`config.mk`:
```
export PLATFORM = sky130hd
export DESIGN_NAME = spi_top
export DESIGN_NICKNAME = d
export VERILOG_FILES = /design/src/spi_pkg.sv /design/src/spi_dsport.sv /design/src/spi_top.sv
export SDC_FILE = /design/constraint.sdc
export NUM_CORES = 1
export LEC_CHECK = 0
export BUFFER_PORTS_ARGS = -buffer_cell sky130_fd_sc_hd__buf_2
export CORE_MARGIN = 8
export CORE_UTILIZATION = 64
export CTS_BUF_LIST = sky130_fd_sc_hd__clkbuf_8
export DETAILED_ROUTE_END_ITERATION = 12
export GPL_ROUTABILITY_DRIVEN = 0
export PLACE_DENSITY = 0.95
export SLEW_MARGIN = 40
export SYNTH_ARGS = -nofsm -noshare
export SYNTH_HDL_FRONTEND = slang
export SYNTH_SLANG_ARGS = --single-unit
```
`constraint.sdc`:
```
create_clock -name ref_clk -period 9.2 [get_ports ref_clk]
set_clock_uncertainty 0.05 [all_clocks]
set_input_delay 2.3 -clock ref_clk [delete_from_list [all_inputs] [get_ports ref_clk]]
set_output_delay 2.3 -clock ref_clk [all_outputs]
set_load 0.03 [all_outputs]
```
`src/spi_pkg.sv`:
```
package spi_pkg;

    // Legacy interrupt line numbering.
    localparam int LINE_A = 0;
    localparam int NUM_LINES = 4;

    // Register word offsets (byte addresses).
    localparam logic [5:0] OFS_MSI_EN   = 6'h00;
    localparam logic [5:0] OFS_LEG_DIS  = 6'h04;
    localparam logic [5:0] OFS_BW_EN    = 6'h08;
    localparam logic [5:0] OFS_DL_UP    = 6'h0C;
    localparam logic [5:0] OFS_IRQ_STS  = 6'h10;
    localparam logic [5:0] OFS_IRQ_MASK = 6'h14;
    localparam logic [5:0] OFS_UP_STATE = 6'h18;
    localparam logic [5:0] OFS_MSI_CNT  = 6'h1C;

    // Reset values.
    localparam logic [31:0] RST_ZERO = 32'h0000_0000;
    localparam logic [31:0] RST_ONES = 32'hFFFF_FFFF;

    // Interrupt status bit positions.
    localparam int STS_ASSERT   = 0;
    localparam int STS_DEASSERT = 1;
    localparam int STS_MSI      = 2;

    // Message from a downstream port toward the switch core.
    typedef struct packed {
        logic       msi;
        logic       assert_inta;
        logic       deassert_inta;
    } spi_req_type;

    // Message from the upstream port to the root.
    typedef struct packed {
        logic       valid;
        logic       assert_n_deassert;
        logic [1:0] line;
    } spi_msg_type;

    typedef enum logic [1:0] {
        ST_IDLE  = 2'b00,
        ST_READ  = 2'b01,
        ST_WRITE = 2'b10
    } spi_bus_type;

endpackage

```
`src/spi_dsport.sv`:
```
`timescale 1ns/1ps
`default_nettype none
module spi_dsport (
    input  wire logic                ref_clk,
    input  wire logic                rst_sync_b,
    input  wire logic                hot_plug_irq,
    input  wire logic [1:0]          bw_status,
    input  wire logic [1:0]          bw_notify_en,
    input  wire logic                msi_enable,
    input  wire logic                legacy_irq_disable,
    input  wire logic                port_down,
    output spi_pkg::spi_req_type     req,
    output var logic                 wire_inta
);

    logic cond;
    logic cond_q;
    logic rise;
    logic fall;
    logic legacy_ok;
    logic next_wire;

    // Only hot-plug and enabled bandwidth bits count; masked bits drop out.
    assign cond = hot_plug_irq | (|(bw_status & bw_notify_en)); // RQ6 RQ4
    assign rise = cond & ~cond_q;
    assign fall = ~cond & cond_q;
    assign legacy_ok = ~msi_enable & ~legacy_irq_disable;
    // A downed port drops its virtual wire at once.
    assign next_wire = port_down ? 1'b0 : (legacy_ok ? cond : wire_inta); // RQ14

    // Edge detection and the INTA virtual wire, the only line used.
    always_ff @(posedge ref_clk or negedge rst_sync_b) begin
        if (!rst_sync_b) begin
            cond_q <= 1'b0;
            wire_inta <= 1'b0;
            req <= '0;
        end else begin
            cond_q <= cond;
            wire_inta <= next_wire; // RQ7
            req.msi <= rise & msi_enable; // RQ1 RQ5
            req.assert_inta <= rise & legacy_ok; // RQ2
            req.deassert_inta <= fall & legacy_ok; // RQ3
        end
    end

endmodule
`default_nettype wire

```
`src/spi_top.sv`:
```
// The implementer's own choices: register access over Avalon-MM and the register offsets.
`timescale 1ns/1ps
`default_nettype none
// How it works
// RQ1: Unmasked rise with MSI enabled emits MSI regardless of legacy disable.
// RQ2: MSI off and legacy enabled: rise requests INTA assert; disabled: nothing.
// RQ3: Fall requests INTA deassert only with MSI off and legacy enabled.
// RQ4: Condition ends when all causing unmasked bits are masked or cleared.
// RQ5: Every port MSI is forwarded toward the upstream port.
// RQ6: Sources are hot-plug and enabled bandwidth notification status bits.
// RQ7: Ports send their own legacy interrupts on INTA only.
// RQ8: Four aggregated line states, A to D, kept per partition.
// RQ9: Upstream sends Assert_INTx when an aggregate line rises.
// RQ10: Upstream sends Deassert_INTx when an aggregate line falls.
// RQ11: Downstream bridges pass lines through without remapping.
// RQ12: Upstream remaps line k of device N to (k + N mod 4) mod 4.
// RQ13: Remapped input ORs external and port-generated interrupts per line.
// RQ14: A down or removed port negates its wires and updates the aggregate.
// RQ15: Software must point MSI addresses at the upstream port.
// RQ16: Software keeps MSI addresses outside the multicast aperture.
// RQ17: Aggregate line is the OR of remapped wires and upstream's own.
// RQ18: Aggregation and messages are independent per partition.
module spi_top #(
    parameter int NPORT = 4
) (
    input  wire logic                   ref_clk,
    input  wire logic                   rst_b,
    input  wire logic [NPORT-1:0]       hot_plug_irq,
    input  wire logic [NPORT*2-1:0]     bw_status,
    input  wire logic [NPORT*4-1:0]     ext_intx,
    input  wire logic [NPORT*2-1:0]     dev_num,
    input  wire logic [3:0]             up_own_intx,
    input  wire logic [5:0]             avs_address,
    input  wire logic                   avs_read,
    input  wire logic                   avs_write,
    input  wire logic [31:0]            avs_writedata,
    input  wire logic [3:0]             avs_byteenable,
    output var logic [31:0]             avs_readdata,
    output var logic                    avs_waitrequest,
    output spi_pkg::spi_msg_type        root_msg,
    output var logic [NPORT-1:0]        msi_fwd,
    output var logic                    irq
);

    logic               rst_s1;
    logic               rst_sync_b;
    logic [NPORT-1:0]   msi_enable;
    logic [NPORT-1:0]   legacy_irq_disable;
    logic [NPORT*2-1:0] bw_notify_en;
    logic [NPORT-1:0]   port_up;
    logic [31:0]        irq_status;
    logic [31:0]        irq_mask;
    logic [15:0]        msi_count;
    logic [3:0]         agg;
    logic [3:0]         agg_q;
    logic [3:0]         pend_assert;
    logic [3:0]         pend_deassert;
    logic [NPORT-1:0]   port_wire;
    logic [NPORT-1:0]   port_msi;
    logic [NPORT-1:0]   port_areq;
    logic [NPORT-1:0]   port_dreq;
    spi_pkg::spi_bus_type bus_state;

    // Reset is released through two flops so all logic leaves it together.
    always_ff @(posedge ref_clk or negedge rst_b) begin
        if (!rst_b) begin
            rst_s1 <= 1'b0;
            rst_sync_b <= 1'b0;
        end else begin
            rst_s1 <= 1'b1;
            rst_sync_b <= rst_s1;
        end
    end

    // One downstream port each; the bridge itself does no remapping.
    genvar gp;
    generate
        for (gp = 0; gp < NPORT; gp++) begin : g_port
            spi_pkg::spi_req_type r;
            spi_dsport u_port (
                .ref_clk            (ref_clk),
                .rst_sync_b         (rst_sync_b),
                .hot_plug_irq       (hot_plug_irq[gp]),
                .bw_status          (bw_status[gp*2 +: 2]),
                .bw_notify_en       (bw_notify_en[gp*2 +: 2]),
                .msi_enable         (msi_enable[gp]),
                .legacy_irq_disable (legacy_irq_disable[gp]),
                .port_down          (~port_up[gp]),
                .req                (r),
                .wire_inta          (port_wire[gp])
            ); // RQ11
            assign port_msi[gp]  = r.msi;
            assign port_areq[gp] = r.assert_inta;
            assign port_dreq[gp] = r.deassert_inta;
        end
    endgenerate

    // Rotate a downstream line by the device number.
    function automatic logic [3:0] rotate_lines(input logic [3:0] v,
                                                input logic [1:0] n);
        logic [3:0] o;
        o = '0;
        for (int k = 0; k < spi_pkg::NUM_LINES; k++) begin
            o[2'(k + int'(n))] = v[k]; // RQ12
        end
        return o;
    endfunction

    // Aggregate: OR of remapped wires and up_own_intx; a down port contributes nothing.
    always_comb begin
        agg = up_own_intx; // RQ17
        for (int p = 0; p < NPORT; p++) begin
            agg = agg | rotate_lines(
                (ext_intx[p*4 +: 4] & {4{port_up[p]}}) |
                {3'h0, port_wire[p]}, dev_num[p*2 +: 2]); // RQ13 RQ14
        end
    end

    // Edge of each of the four aggregate states.
    logic [3:0] agg_rise;
    logic [3:0] agg_fall;
    assign agg_rise = agg & ~agg_q; // RQ9
    assign agg_fall = ~agg & agg_q; // RQ10

    // Pick the lowest pending line; asserts first, one message a cycle.
    logic [3:0] pa_all;
    logic [3:0] pd_all;
    logic       send_a;
    logic       send_d;
    logic [1:0] sel_line;
    logic [3:0] sel_onehot;
    // An edge that meets an unsent opposite message drops both, so the root
    // never sees a deassert for a line that it still holds negated.
    assign pa_all = (pend_assert & ~agg_fall) | (agg_rise & ~pend_deassert);
    assign pd_all = (pend_deassert & ~agg_rise) | (agg_fall & ~pend_assert);
    assign send_a = |pa_all;
    assign send_d = ~send_a & (|pd_all);
    always_comb begin
        logic [3:0] src;
        src = send_a ? pa_all : pd_all;
        sel_line = 2'h0;
        for (int k = spi_pkg::NUM_LINES - 1; k >= 0; k--) begin
            if (src[k]) begin
                sel_line = 2'(k);
            end
        end
    end
    assign sel_onehot = (send_a | send_d) ? (4'h1 << sel_line) : 4'h0;

    // Message queue per line; a later edge cancels an unsent opposite one.
    always_ff @(posedge ref_clk or negedge rst_sync_b) begin
        if (!rst_sync_b) begin
            agg_q <= 4'h0;
            pend_assert <= 4'h0;
            pend_deassert <= 4'h0;
            root_msg <= '0;
        end else begin
            agg_q <= agg; // RQ8 RQ18
            pend_assert <= pa_all & ~(send_a ? sel_onehot : 4'h0);
            pend_deassert <= pd_all & ~(send_d ? sel_onehot : 4'h0);
            root_msg.valid <= send_a | send_d; // RQ9 RQ10
            root_msg.assert_n_deassert <= send_a;
            root_msg.line <= sel_line;
        end
    end

    // Register bus decode; a write lands on the edge that ends its answer.
    logic        acc;
    logic        wr_hit;
    logic [31:0] bmask;
    logic [31:0] rd_mux;
    logic [31:0] ev;
    assign acc = (bus_state == spi_pkg::ST_WRITE) & ~avs_waitrequest;
    assign wr_hit = avs_write & acc;
    assign bmask = {{8{avs_byteenable[3]}}, {8{avs_byteenable[2]}},
                    {8{avs_byteenable[1]}}, {8{avs_byteenable[0]}}};
    assign ev = {29'h0, |port_msi, |port_dreq, |port_areq};
    assign rd_mux =
        (avs_address == spi_pkg::OFS_MSI_EN)   ? 32'(msi_enable) :
        (avs_address == spi_pkg::OFS_LEG_DIS)  ? 32'(legacy_irq_disable) :
        (avs_address == spi_pkg::OFS_BW_EN)    ? 32'(bw_notify_en) :
        (avs_address == spi_pkg::OFS_DL_UP)    ? 32'(port_up) :
        (avs_address == spi_pkg::OFS_IRQ_STS)  ? irq_status :
        (avs_address == spi_pkg::OFS_IRQ_MASK) ? irq_mask :
        (avs_address == spi_pkg::OFS_UP_STATE) ? {28'h0, agg_q} :
        (avs_address == spi_pkg::OFS_MSI_CNT)  ? {16'h0, msi_count} :
        spi_pkg::RST_ZERO;

    // Merge a write into a register under the byte enables.
    function automatic logic [31:0] merge(input logic [31:0] old,
                                          input logic [31:0] wd,
                                          input logic [31:0] m);
        return (old & ~m) | (wd & m);
    endfunction

    // Control registers; one wait cycle per access keeps timing simple.
    always_ff @(posedge ref_clk or negedge rst_sync_b) begin
        if (!rst_sync_b) begin
            bus_state <= spi_pkg::ST_IDLE;
            avs_waitrequest <= 1'b1;
            avs_readdata <= spi_pkg::RST_ZERO;
            msi_enable <= '0;
            legacy_irq_disable <= '0;
            bw_notify_en <= '0;
            port_up <= '0;
            irq_mask <= spi_pkg::RST_ZERO;
        end else begin
            avs_waitrequest <= 1'b1;
            case (bus_state)
                spi_pkg::ST_IDLE: begin
                    if (avs_read | avs_write) begin
                        bus_state <= avs_write ? spi_pkg::ST_WRITE
                                               : spi_pkg::ST_READ;
                        avs_waitrequest <= 1'b0;
                        avs_readdata <= avs_read ? rd_mux : 32'h0;
                    end
                end
                spi_pkg::ST_READ, spi_pkg::ST_WRITE: begin
                    bus_state <= spi_pkg::ST_IDLE;
                end
                default: begin
                    bus_state <= spi_pkg::ST_IDLE;
                end
            endcase
            if (wr_hit) begin
                case (avs_address)
                    spi_pkg::OFS_MSI_EN: begin
                        msi_enable <= NPORT'(merge(32'(msi_enable),
                                      avs_writedata, bmask));
                    end
                    spi_pkg::OFS_LEG_DIS: begin
                        legacy_irq_disable <= NPORT'(merge(
                            32'(legacy_irq_disable), avs_writedata, bmask));
                    end
                    spi_pkg::OFS_BW_EN: begin
                        bw_notify_en <= (NPORT*2)'(merge(32'(bw_notify_en),
                                        avs_writedata, bmask));
                    end
                    spi_pkg::OFS_DL_UP: begin
                        port_up <= NPORT'(merge(32'(port_up),
                                   avs_writedata, bmask));
                    end
                    spi_pkg::OFS_IRQ_MASK: begin
                        irq_mask <= merge(irq_mask, avs_writedata, bmask);
                    end
                    default: begin
                    end
                endcase
            end
        end
    end

    // Sticky status: a new event in the clear cycle wins over the clear.
    logic [31:0] clr;
    assign clr = (wr_hit && avs_address == spi_pkg::OFS_IRQ_STS)
                 ? (avs_writedata & bmask) : 32'h0;
    always_ff @(posedge ref_clk or negedge rst_sync_b) begin
        if (!rst_sync_b) begin
            irq_status <= spi_pkg::RST_ZERO;
            msi_count <= 16'h0000;
            msi_fwd <= '0;
            irq <= 1'b0;
        end else begin
            irq_status <= (irq_status & ~clr) | ev;
            msi_count <= msi_count + 16'(|port_msi);
            msi_fwd <= port_msi; // RQ5
            irq <= |(irq_status & irq_mask);
        end
    end

endmodule
`default_nettype wire

```
==> flow_metrics.py, run 1 <==
metrics = {
    "sta": {
        "report.final.setup_viol": 0,
        "max_freq_mhz": 219,
        "timing.final.crit_share_pct": 49.6,
        "finalSetupTns_ps": 0,
        "period_needed_ps": 4560,
        "timing_worst_slew_pin_value_ps": 894,
        "drv_slew": 0,
        "setup_ws_ps": 4640,
        "finalHoldViolations": 0,
        "worst_slew_margin_rel_pct": 39.6,
        "grt_setup_unrepaired": "false",
    },
    "route": {
        "route.detailed.vias_per_inst": 6.55,
        "route.antenna.remaining_nets": 0,
        "drt_iter0_drc": 920,
        "detail_route.wirelength.met1_um": 8940,
        "detail_route.drc_violations": 0,
        "wl_met3_um": 2320,
        "detailedRoute.firstPassIterationCount": 5,
        "dr_total_vias": 7240,
        "wirelength_per_cell_um": 21.5,
        "met2_length_um": 11500,
        "routed_wirelength_um": 23700,
        "top_layer": "met5",
    },
    "power_and_ir_drop": {
        "peakVddDrop_mv": 0.123,
        "power_per_cell_area_nw_per_um2": 161,
        "finalPower_uw": 1590,
        "static-leakage-power_uw": 0.00484,
    },
    "cells_and_area": {
        "finish.instance_area_um2": 9890,
        "nFillCells": 828,
        "nNetsFinal": 1035,
        "synthToLayoutAreaGrowth_pct": 13.8,
        "layout-drive-gt1-share_pct": 25.5,
    },
    "critical_path": {
        "worstPathCellList": "buf_2, inv_1, ha_1, nand2b_1, o2111ai_1, a221oi_1, nor4_2, nand2_1, o311ai_1, nor4b_2, o221a_1",
        "path_class": "in -> reg",
        "cp.required_ps": 9550,
        "timing.reg2reg.worst_path_depth": 9,
        "max_stage_delay_ps": 480,
        "cp.arrival_ps": 4910,
        "worst-path-max-fanout": 8,
        "r2r-end": "root_msg[0]$_DFF_PN0_",
        "r2r_setup_slack_ps": 6360,
        "kind_of_capture_point_of_the_worst_setup_path": "register",
        "critical-path-slowest-cell": "o311ai_1",
        "crit_path_start_kind": "primary input",
    },
    "synthesis": {
        "syn_nets": 908,
        "yosys_warnings": 0,
        "syn_area_per_cell_um2": 11.0,
        "synth_seq_area_share_pct": 51.2,
        "mappedNetlistArea_um2": 8690,
        "ys_ff_latch": 178,
        "synth_cell_type_count": 68,
        "synthArstFlopShare_pct": 100,
        "syn_inst": 788,
        "edff_count_synth": 0,
        "ys_dominant_reg_cell": "dfrtp_1",
    },
    "floorplanning": {
        "die_height_um": 133,
        "initial_utilization_pct": 65.7,
        "io-pin-count": 128,
        "std_cell_rows": 42,
        "die_area_um2": 17600,
        "core_um2": 13200,
        "die_x_um": 133,
    },
    "global_route": {
        "first_global_vias": 7423,
        "grt_max_degree": 88,
        "first_pass_grt_wire_length_um": 38000,
        "globalRouteOverflowTotal": 0,
        "antenna_violations_before_repair": 3,
        "gr-usage-all-layers_pct": 26.9,
    },
    "clock_network": {
        "clock_tree_from_tritoncts": "yes",
        "post_cts_resize_count": 0,
        "worst_skew_pair.late_latency_ps": 460,
        "cts_hold_repair.buffers": 0,
        "cts-root-buf": "clkbuf_8",
        "clk_slew_on_worst_s_h_paths_ps": 90,
        "clock_sinks": 178,
        "clock_tree.buffer_depth": 2,
        "cts_post_setup_buffers_inserted": 0,
        "ctsHtreeMaxLevel": 4,
        "cts_inserted_buffers": 17,
    },
    "placed_design": {
        "total_cell_area_at_the_placement_stage_um2": 9510,
        "placement.io_buffers": 127,
        "detailedPlacementHpwl_um": 17000,
        "preCtsSetupSlack_ps": 4220,
    },
    "outcome": {
        "outcome": "finished, final reports clean",
    },
    "run": {
        "maxCapViolations": 0,
    },
    "min_path": {
        "worstHoldPathType": "reg -> async",
    },
}
[worst max path at each step]
stage                                     from  cells after the start  slack (ps)                         end
after detailed placement            dev_num[5]                     12        4220       root_msg[0]$_DFF_PN0_
final                               dev_num[5]                     11        4640       root_msg[0]$_DFF_PN0_
after CTS                           dev_num[5]                     11        4700       root_msg[0]$_DFF_PN0_
after global routing                dev_num[5]                     11        4450       root_msg[0]$_DFF_PN0_
after floorplan           rst_sync_b$_DFF_PN0_                      0        3820  asynchronous set/reset pin
after global placement              dev_num[1]                     12        4360       root_msg[0]$_DFF_PN0_
[metal layers]
layer	global-route usage, %	vias to the layer above
met5	0	-
met4	13.6	4
met3	8.29	99
met2	43.2	434
met1	32.2	3536
li1	-	3167
[layout make-up]
cell class / instances / area (µm²) / share of cell area (%)
clock inverters: 13 / 111 / 1.13
inverters: 27 / 101 / 1.02
flip-flops and latches: 178 / 4460 / 45.1
repair buffers: 132 / 683 / 6.91
clock buffers: 19 / 262 / 2.64
multi-input cells: 559 / 4050 / 41.0
diodes: 1 / 2.50 / 0.0253
well taps: 176 / 220 / 2.23
[synth_stat cells (3+ instances only)]
master / n / area [µm²]
o211ai_1: 4 / 30.0
o211a_1: 4 / 40.0
dfrtp_1: 177 / 4430
o21ai_0: 62 / 310
a21oi_1: 20 / 100
nand3_1: 19 / 95.1
and2_1: 9 / 56.3
a211oi_1: 5 / 37.5
a221o_1: 3 / 30.0
buf_1: 3 / 11.3
o2111ai_1: 5 / 43.8
nand4_1: 13 / 81.3
a221oi_1: 16 / 140
a31oi_1: 11 / 68.8
clkbuf_1: 17 / 63.8
nand4b_1: 4 / 35.0
nor2b_1: 5 / 31.3
inv_1: 26 / 97.6
xnor2_1: 11 / 96.3
nand2b_1: 12 / 75.1
o21a_1: 4 / 30.0
buf_2: 4 / 20.0
mux2i_1: 16 / 160
nand2_1: 86 / 323
a22oi_1: 29 / 218
nor3b_1: 4 / 30.0
nor2_1: 19 / 71.3
a21boi_0: 29 / 218
ha_1: 34 / 425
nor4_1: 7 / 43.8
nand3b_1: 4 / 30.0
o21ai_1: 4 / 20.0
a21o_1: 6 / 45.0
xor2_1: 3 / 26.3
and3_1: 11 / 68.8
mux2_2: 56 / 631
[critical path, delay by kind of cell]
family          cells  cell delay (ps)
compound gates      4              900
fa+ha+maj           1              390
simple gates        4             1040
buf+inv             2              290
[report_power, final]
group          switching [µW]  internal, µW
combinational             151          85.6
sequential               29.9           817
clock                     281           227
total                     462          1130
[stage by stage]
stage | std cells | hold slack, ps | util [%]
2_1_floorplan | 788 | 281 | -
3_3_place_gp | 1072 | 119 | 71.8
3_5_place_dp | 1072 | 125 | 71.8
4_1_cts | 1104 | 133 | 74.7
5_1_grt | 1105 | 143 | 74.7
6_report | 1105 | 123 | 74.7
[logic make-up after synthesis]
logic type / share of synthesized area (%)
AOI/OAI and AO/OA: 17.7
and+or+nand+nor: 12.8
DFF: 51.2
muxes: 9.61
buffers and inverters: 2.26
adders and majority gates: 4.89
xor gates and xnor gates: 1.41
other: 0.0864
[cells in the final DEF (no fill, tap or decap), types with 9 or more instances in the layout]
cell type and n:
buf_2 127, nand4_1 13, xnor2_1 11, ha_1 34
nand2_1 86, a21oi_1 20, clkbuf_8 20, a221oi_1 16
o21ai_0 62, nand2b_1 12, inv_1 27, and2_1 9
dfrtp_1 176, mux2i_1 16, a21boi_0 29, a31oi_1 11
mux2_2 56, and3_1 11, nor2_1 19, nand3_1 19
a22oi_1 29
No activity file was read; power rests on OpenSTA's default activity.
==> run 2, diff against run 1 <==
--- a/config.mk
+++ b/config.mk
@@ -7,11 +7,11 @@
 export LEC_CHECK = 0
 export BUFFER_PORTS_ARGS = -buffer_cell sky130_fd_sc_hd__buf_2
 export CORE_MARGIN = 8
-export CORE_UTILIZATION = 64
+export CORE_UTILIZATION = 59
 export CTS_BUF_LIST = sky130_fd_sc_hd__clkbuf_8
 export DETAILED_ROUTE_END_ITERATION = 12
 export GPL_ROUTABILITY_DRIVEN = 0
-export PLACE_DENSITY = 0.95
+export PLACE_DENSITY = 0.92
 export SLEW_MARGIN = 40
 export SYNTH_ARGS = -nofsm -noshare
 export SYNTH_HDL_FRONTEND = slang
==> constraint.sdc (replaced) <==
create_clock -name ref_clk -period 4.22 [get_ports ref_clk]
set_clock_uncertainty 0.05 [all_clocks]
set_input_delay 1.055 -clock ref_clk [delete_from_list [all_inputs] [get_ports ref_clk]]
set_output_delay 1.055 -clock ref_clk [all_outputs]
set_load 0.03 [all_outputs]
==> run 2 against run 1 <==
  * Worst hold slack improved by 85 ps
  * Wire length fell by 4.4%
  * Utilization fell by 6.5 points
  * Clock power rose by 94%
  * Design area fell by 0.11%
  * Critical path type unchanged
  * Global-route usage fell by 2.6 points
  * First-iteration DRC count fell by 34%
  * Flip-flop and latch count did not move
  * Sequential power rose by 120%
  * Setup slack got worse by 3800 ps
==> flow_metrics.py, run 2 (synthesis gave the netlist of run 1 again) <==
metrics = {
    "floorplanning": {
        "std_cell_rows": 44,
        "die_height_um": 137,
        "core_um2": 14500,
        "io-pin-count": 128,
        "die_x_um": 137,
        "initial_utilization_pct": 60.1,
        "die_area_um2": 18900,
    },
    "clock_network": {
        "clk_slew_on_worst_s_h_paths_ps": 90,
        "clock_sinks": 178,
        "clock_tree_from_tritoncts": "yes",
        "cts-root-buf": "clkbuf_8",
        "post_cts_resize_count": 0,
        "worst_skew_pair.late_latency_ps": 450,
        "ctsHtreeMaxLevel": 4,
        "clock_tree.buffer_depth": 2,
        "cts_inserted_buffers": 17,
        "cts_hold_repair.buffers": 0,
        "cts_post_setup_buffers_inserted": 0,
    },
    "critical_path": {
        "cp.required_ps": 4560,
        "kind_of_capture_point_of_the_worst_setup_path": "register",
        "timing.reg2reg.worst_path_depth": 8,
        "crit_path_start_kind": "primary input",
        "path_class": "in -> reg",
        "worst-path-max-fanout": 8,
        "critical-path-slowest-cell": "o311ai_1",
        "cp.arrival_ps": 3680,
        "r2r_setup_slack_ps": 1450,
        "max_stage_delay_ps": 450,
        "r2r-end": "root_msg[0]$_DFF_PN0_",
        "worstPathCellList": "buf_2, inv_1, ha_1, nand2b_1, o2111ai_1, a221oi_1, nor4_2, nand2_1, o311ai_1, nor4b_2, o221a_1",
    },
    "power_and_ir_drop": {
        "switching_share_pct": 29.0,
        "combPwrFrac_pct": 15.4,
        "power.sequential.fraction_pct": 55.1,
        "peakVddDrop_mv": 0.299,
        "portion_of_total_power_attributed_to_the_clock_network_pct": 29.4,
        "power_per_cell_area_nw_per_um2": 339,
        "p_switching_uw": 973,
        "static-leakage-power_uw": 0.00485,
        "p_int_uw": 2380,
    },
    "sta": {
        "worst_slew_margin_rel_pct": 41.1,
        "grt_setup_unrepaired": "false",
        "drv_slew": 0,
        "finalHoldViolations": 0,
        "period_needed_ps": 3340,
        "timing.final.crit_share_pct": 79.2,
        "finalSetupTns_ps": 0,
        "report.final.setup_viol": 0,
        "timing_worst_slew_pin_value_ps": 883,
        "max_freq_mhz": 299,
    },
    "global_route": {
        "antenna_violations_before_repair": 1,
        "grt_max_degree": 106,
        "first_global_vias": 7052,
        "first_pass_grt_wire_length_um": 35700,
        "gr-usage-all-layers_pct": 24.3,
        "globalRouteOverflowTotal": 0,
    },
    "run": {
        "maxCapViolations": 0,
    },
    "min_path": {
        "worstHoldPathType": "reg -> async",
    },
    "placed_design": {
        "placement.io_buffers": 127,
        "dpl_cells": 1082,
        "detailedPlacementHpwl_um": 17000,
    },
    "cells_and_area": {
        "synthToLayoutAreaGrowth_pct": 13.6,
        "layout.cells.non_filler": 1113,
        "final_common_cell": "dfrtp_1",
        "nNetsFinal": 1037,
        "antennaDiodeCount": 0,
        "layout-drive-gt1-share_pct": 25.3,
        "most-common-layout-cells": "dfrtp_1, buf_2, nand2_1",
    },
    "route": {
        "route.detailed.vias_per_inst": 6.37,
        "dr_total_vias": 7093,
        "wirelength_per_cell_um": 20.4,
        "detailedRoute.firstPassIterationCount": 6,
        "drt_iter0_drc": 611,
        "route.antenna.remaining_nets": 0,
        "routed_wirelength_um": 22700,
        "detail_route.drc_violations": 0,
    },
    "outcome": {
        "outcome": "finished, final reports clean",
    },
}
-- run 2: changes by cell type in the layout (fill, tap and decap cells not counted), moves of 2 or more --
cell / delta
buf_4: +2
inv_1: +3
buf_12: +2
clkbuf_8: -2
inv_6: -2
-- run 2: power groups by stage --
stage               registers [µW]  clock network [µW]  logic, µW
global placement              1890                   0        483
detailed placement            1880                   0        510
global route                  1860                1070        565
finish                        1850                 986        518
CTS                           1850                1000        513
floorplan                     1920                   0        277
-- run 2: stage by stage --
step | worst slack [ps] | util (%) | hold slack, ps | instance area (µm²) | power [µW]
global placement | 611 | 65.9 | 289 | 9540 | 2370
floorplan | 948 | - | 281 | 8700 | 2200
detailed placement | 464 | 66.0 | 215 | 9560 | 2390
global route | 701 | 68.2 | 245 | 9880 | 3490
CTS | 935 | 68.2 | 226 | 9880 | 3360
finish | 879 | 68.2 | 208 | 9880 | 3350
-- run 2: worst max-delay path by stage --
stage | startpoint | end | slack [ps] | cells after the start
after global placement | dev_num[1] | root_msg[0]$_DFF_PN0_ | 610 | 12
after CTS | dev_num[1] | root_msg[0]$_DFF_PN0_ | 930 | 12
after detailed placement | dev_num[1] | root_msg[0]$_DFF_PN0_ | 460 | 12
after floorplan | dev_num[1] | root_msg[0]$_DFF_PN0_ | 950 | 11
final | dev_num[5] | root_msg[0]$_DFF_PN0_ | 880 | 11
after global routing | dev_num[1] | root_msg[0]$_DFF_PN0_ | 700 | 12
-- run 2: per-layer routing --
metal	up-vias	track usage, %	wire, µm
met3	71	5.65	1870
met5	-	0	8
met2	368	39.8	11100
li1	3171	-	-
met4	2	11.7	872
met1	3481	29.9	8850
-- run 2: layout make-up --
class | instances | area (µm²)
clock buffers | 18 | 248
clock inverters | 13 | 76.3
fillers | 1041 | 4600
inverters | 27 | 101
multi-input cells | 559 | 4050
flip-flops and latches | 178 | 4460
well taps | 184 | 230
repair buffers | 134 | 713
-- run 2: critical path: cells and delay by family --
family | cells | cell delay (ps)
and+or+nand+nor | 4 | 1030
AOI/OAI and AO/OA | 4 | 930
adders and majority gates | 1 | 390
buffers and inverters | 2 | 300
==> run 3, diff against run 2 <==
--- a/config.mk
+++ b/config.mk
@@ -5,13 +5,14 @@
 export SDC_FILE = /design/constraint.sdc
 export NUM_CORES = 1
 export LEC_CHECK = 0
+export ABC_AREA = 1
 export BUFFER_PORTS_ARGS = -buffer_cell sky130_fd_sc_hd__buf_2
 export CORE_MARGIN = 8
-export CORE_UTILIZATION = 59
+export CORE_UTILIZATION = 54
 export CTS_BUF_LIST = sky130_fd_sc_hd__clkbuf_8
 export DETAILED_ROUTE_END_ITERATION = 12
 export GPL_ROUTABILITY_DRIVEN = 0
-export PLACE_DENSITY = 0.92
+export PLACE_DENSITY = 0.89
 export SLEW_MARGIN = 40
 export SYNTH_ARGS = -nofsm -noshare
 export SYNTH_HDL_FRONTEND = slang
==> constraint.sdc (replaced) <==
create_clock -name ref_clk -period 2.8 [get_ports ref_clk]
set_clock_uncertainty 0.05 [all_clocks]
set_input_delay 0.7 -clock ref_clk [delete_from_list [all_inputs] [get_ports ref_clk]]
set_output_delay 0.7 -clock ref_clk [all_outputs]
set_load 0.03 [all_outputs]
==> run 3 against run 2 <==
  * Cell count rose by 33%
  * Via count is 16% higher
  * Highest routed layer unchanged
  * Combinational power grew 83%
  * Clock-buffer cell count unchanged
  * Clock power grew 90%
  * Worst hold slack improved by 40 ps
  * Register-to-register slack worse by 1200 ps
  * Power grew 67%
  * Utilization decreased by 4.1 points
  * Flip-flop and latch count did not move
  * Largest power group unchanged
  * Non-clock buffer count rose by 25
  * Setup slack got worse by 620 ps
==> flow_metrics.py, run 3 <==
metrics = {
    "outcome": {
        "outcome": "finished, final reports clean",
    },
    "clock_network": {
        "cts_inserted_buffers": 17,
        "cts-root-buf": "clkbuf_8",
        "cts_post_setup_buffers_inserted": 0,
        "ctsHtreeMaxLevel": 4,
        "clk_slew_on_worst_s_h_paths_ps": 90,
        "worst_skew_pair.late_latency_ps": 460,
        "clock_tree.buffer_depth": 2,
        "clock_sinks": 178,
        "clock_tree_from_tritoncts": "yes",
    },
    "cells_and_area": {
        "layout-drive-gt1-share_pct": 17.9,
        "multi_input_comb_area_um2": 3780,
        "most-common-layout-cells": "nand2_1, inv_1, dfrtp_1",
        "nNetsFinal": 1369,
        "nFillCells": 1313,
        "layout.core_utilization_pct": 64.1,
        "synthToLayoutAreaGrowth_pct": 16.7,
        "final_common_cell": "nand2_1",
        "finish.instance_area_um2": 10600,
        "sequential_standard_cell_area_um2": 4460,
    },
    "critical_path": {
        "r2r_setup_slack_ps": 260,
        "worst-path-max-fanout": 3,
        "cp.required_ps": 3090,
        "r2r-end": "msi_count[15]$_DFF_PN0_",
        "crit_path_start_kind": "register",
        "kind_of_capture_point_of_the_worst_setup_path": "register",
        "cp.arrival_ps": 2830,
        "timing.reg2reg.worst_path_depth": 9,
        "path_class": "reg -> reg",
        "critical_path.reg2reg.startpoint": "g_port[1].u_port.req[2]$_DFF_PN0_",
    },
    "synthesis": {
        "ys_ff_latch": 178,
        "synthArstFlopShare_pct": 100,
        "edff_count_synth": 0,
        "synth_largest_type_area_fraction_pct": 48.9,
        "syn_inst": 1093,
        "ys_dominant_reg_cell": "dfrtp_1",
        "syn_nets": 1213,
        "count_leader_synth": "nand2_1",
        "synth.top_cells.by_count": "nand2_1, inv_1, dfrtp_1, o21ai_0, nor2_1",
        "yosys_warnings": 0,
        "post-synth-top-area-cell": "dfrtp_1",
        "syn_area_per_cell_um2": 8.28,
        "mappedNetlistArea_um2": 9050,
        "synth_cell_type_count": 40,
        "synth_seq_area_share_pct": 49.2,
        "ys_top_cells_by_area": "dfrtp_1, nand2_1, inv_1, o21ai_0, ha_1",
    },
    "power_and_ir_drop": {
        "peakVddDrop_mv": 0.308,
        "power_per_cell_area_nw_per_um2": 529,
        "portion_of_total_power_attributed_to_the_clock_network_pct": 33.5,
        "p_int_uw": 3940,
        "switching_share_pct": 29.6,
        "p_switching_uw": 1650,
        "power.sequential.fraction_pct": 49.5,
        "combPwrFrac_pct": 16.9,
        "static-leakage-power_uw": 0.00570,
    },
    "floorplanning": {
        "die_area_um2": 21200,
        "die_x_um": 145,
        "core_um2": 16500,
        "die_height_um": 145,
        "io-pin-count": 128,
        "initial_utilization_pct": 55.0,
        "std_cell_rows": 47,
    },
    "global_route": {
        "grt_max_degree": 75,
        "globalRouteOverflowTotal": 0,
        "first_pass_grt_wire_length_um": 40000,
        "antenna_violations_before_repair": 3,
        "first_global_vias": 8353,
        "gr-usage-all-layers_pct": 22.9,
    },
    "route": {
        "drt_iter0_drc": 722,
        "wl_met3_um": 1920,
        "met2_length_um": 11800,
        "wirelength_per_cell_um": 16.4,
        "route.detailed.vias_per_inst": 5.56,
        "detail_route.wirelength.met1_um": 9590,
        "detail_route.drc_violations": 0,
        "top_layer": "met5",
        "route.antenna.remaining_nets": 0,
        "detailedRoute.firstPassIterationCount": 6,
        "dr_total_vias": 8238,
        "routed_wirelength_um": 24200,
    },
    "sta": {
        "finalHoldViolations": 0,
        "period_needed_ps": 2540,
        "timing.final.crit_share_pct": 90.7,
        "max_freq_mhz": 394,
        "drv_slew": 0,
        "report.final.setup_viol": 0,
        "worst_slew_margin_rel_pct": 53.6,
        "timing_worst_slew_pin_value_ps": 690,
        "grt_setup_unrepaired": "false",
        "setup_ws_ps": 260,
    },
    "run": {
        "maxCapViolations": 0,
    },
    "placed_design": {
        "placement.io_buffers": 127,
        "detailedPlacementHpwl_um": 18100,
        "total_cell_area_at_the_placement_stage_um2": 10100,
        "preCtsSetupSlack_ps": -159,
    },
    "min_path": {
        "worstHoldPathType": "reg -> async",
    },
}
[run 3: cell types whose count changed in the layout (fill, tap and decap cells not counted), moves of 22 or more]
cell and delta:
o21ai_0 +29, nand2_1 +157, buf_4 +24, a21boi_0 -29
mux2_2 -56, nor2_1 +58, nand3_1 +22, inv_1 +149
o31ai_1 +32
[run 3: final cells by class]
type,count,share of cell area (%)
Clock buffer,18,2.35
Clock inverter,12,1.61
Tap cell,220,2.61
Antenna cell,2,0.0474
Multi-Input combinational cell,700,35.8
Timing Repair Buffer,159,8.55
Inverter,193,6.86
Sequential cell,178,42.2
[run 3: power by group through the flow]
stage	combinational [µW]	sequential, µW	clock (µW)
global route	1060	2790	1990
global placement	909	2810	0
finish	947	2770	1870
CTS	943	2770	1890
floorplan	523	2880	0
detailed placement	938	2820	0
[run 3: worst max-delay path by stage]
stage | to | startpoint | slack (ps)
after floorplan | pend_assert[1]$_DFF_PN0_ | dev_num[6] | 260
after global placement | pend_deassert[1]$_DFF_PN0_ | dev_num[4] | -40
after detailed placement | pend_assert[1]$_DFF_PN0_ | dev_num[5] | -160
after CTS | msi_count[14]$_DFF_PN0_ | g_port[3].u_port.req[2]$_DFF_PN0_ | 310
after global routing | msi_count[14]$_DFF_PN0_ | g_port[0].u_port.req[2]$_DFF_PN0_ | 80
final | msi_count[15]$_DFF_PN0_ | g_port[1].u_port.req[2]$_DFF_PN0_ | 260
[run 3: timing repair]
action,4_1_cts,5_1_grt
gates resized for setup,0,1
setup endpoints to repair,0,2
endpoints found under the hold margin,2,0
hold buffers,1,0
[run 3: cells by family (layout without fill, tap and decap cells)]
kind of cell,Yosys count,after routing,synth area share [%]
AND/OR/NAND/NOR,426,426,20.1
other,2,4,0.0830
XOR/XNOR,13,13,1.26
adder cells (fa/ha/maj),34,34,4.70
buffers and inverters,215,382,9.18
AO/OA/AOI/OAI,225,225,15.5
flip-flops,178,178,49.2
[run 3: critical path: stages, from the launching register on]
cell and delay, ps:
dfrtp_1 350, nor4_1 100, inv_1 90, ha_1 170
nand3_1 140, nor4_1 520, nand4_1 190, nor4_1 440
nand3_1 180, xor2_1 180
[run 3: stage by stage]
stage	setup TNS (ps)	instances	total power [µW]	hold WS (ps)
4_1_cts	0	1480	5600	265
2_1_floorplan	0	1093	3400	281
3_3_place_gp	-166	1449	3720	271
3_5_place_dp	-899	1449	3760	268
6_report	0	1482	5590	248
5_1_grt	0	1481	5840	298
[run 3: per-layer routing]
layer / vias to the layer above / global-route usage (%)
met1: 3891 / 27.5
met3: 69 / 5.13
met2: 394 / 38.6
met5: - / 0
met4: 4 / 10.3
li1: 3880 / -
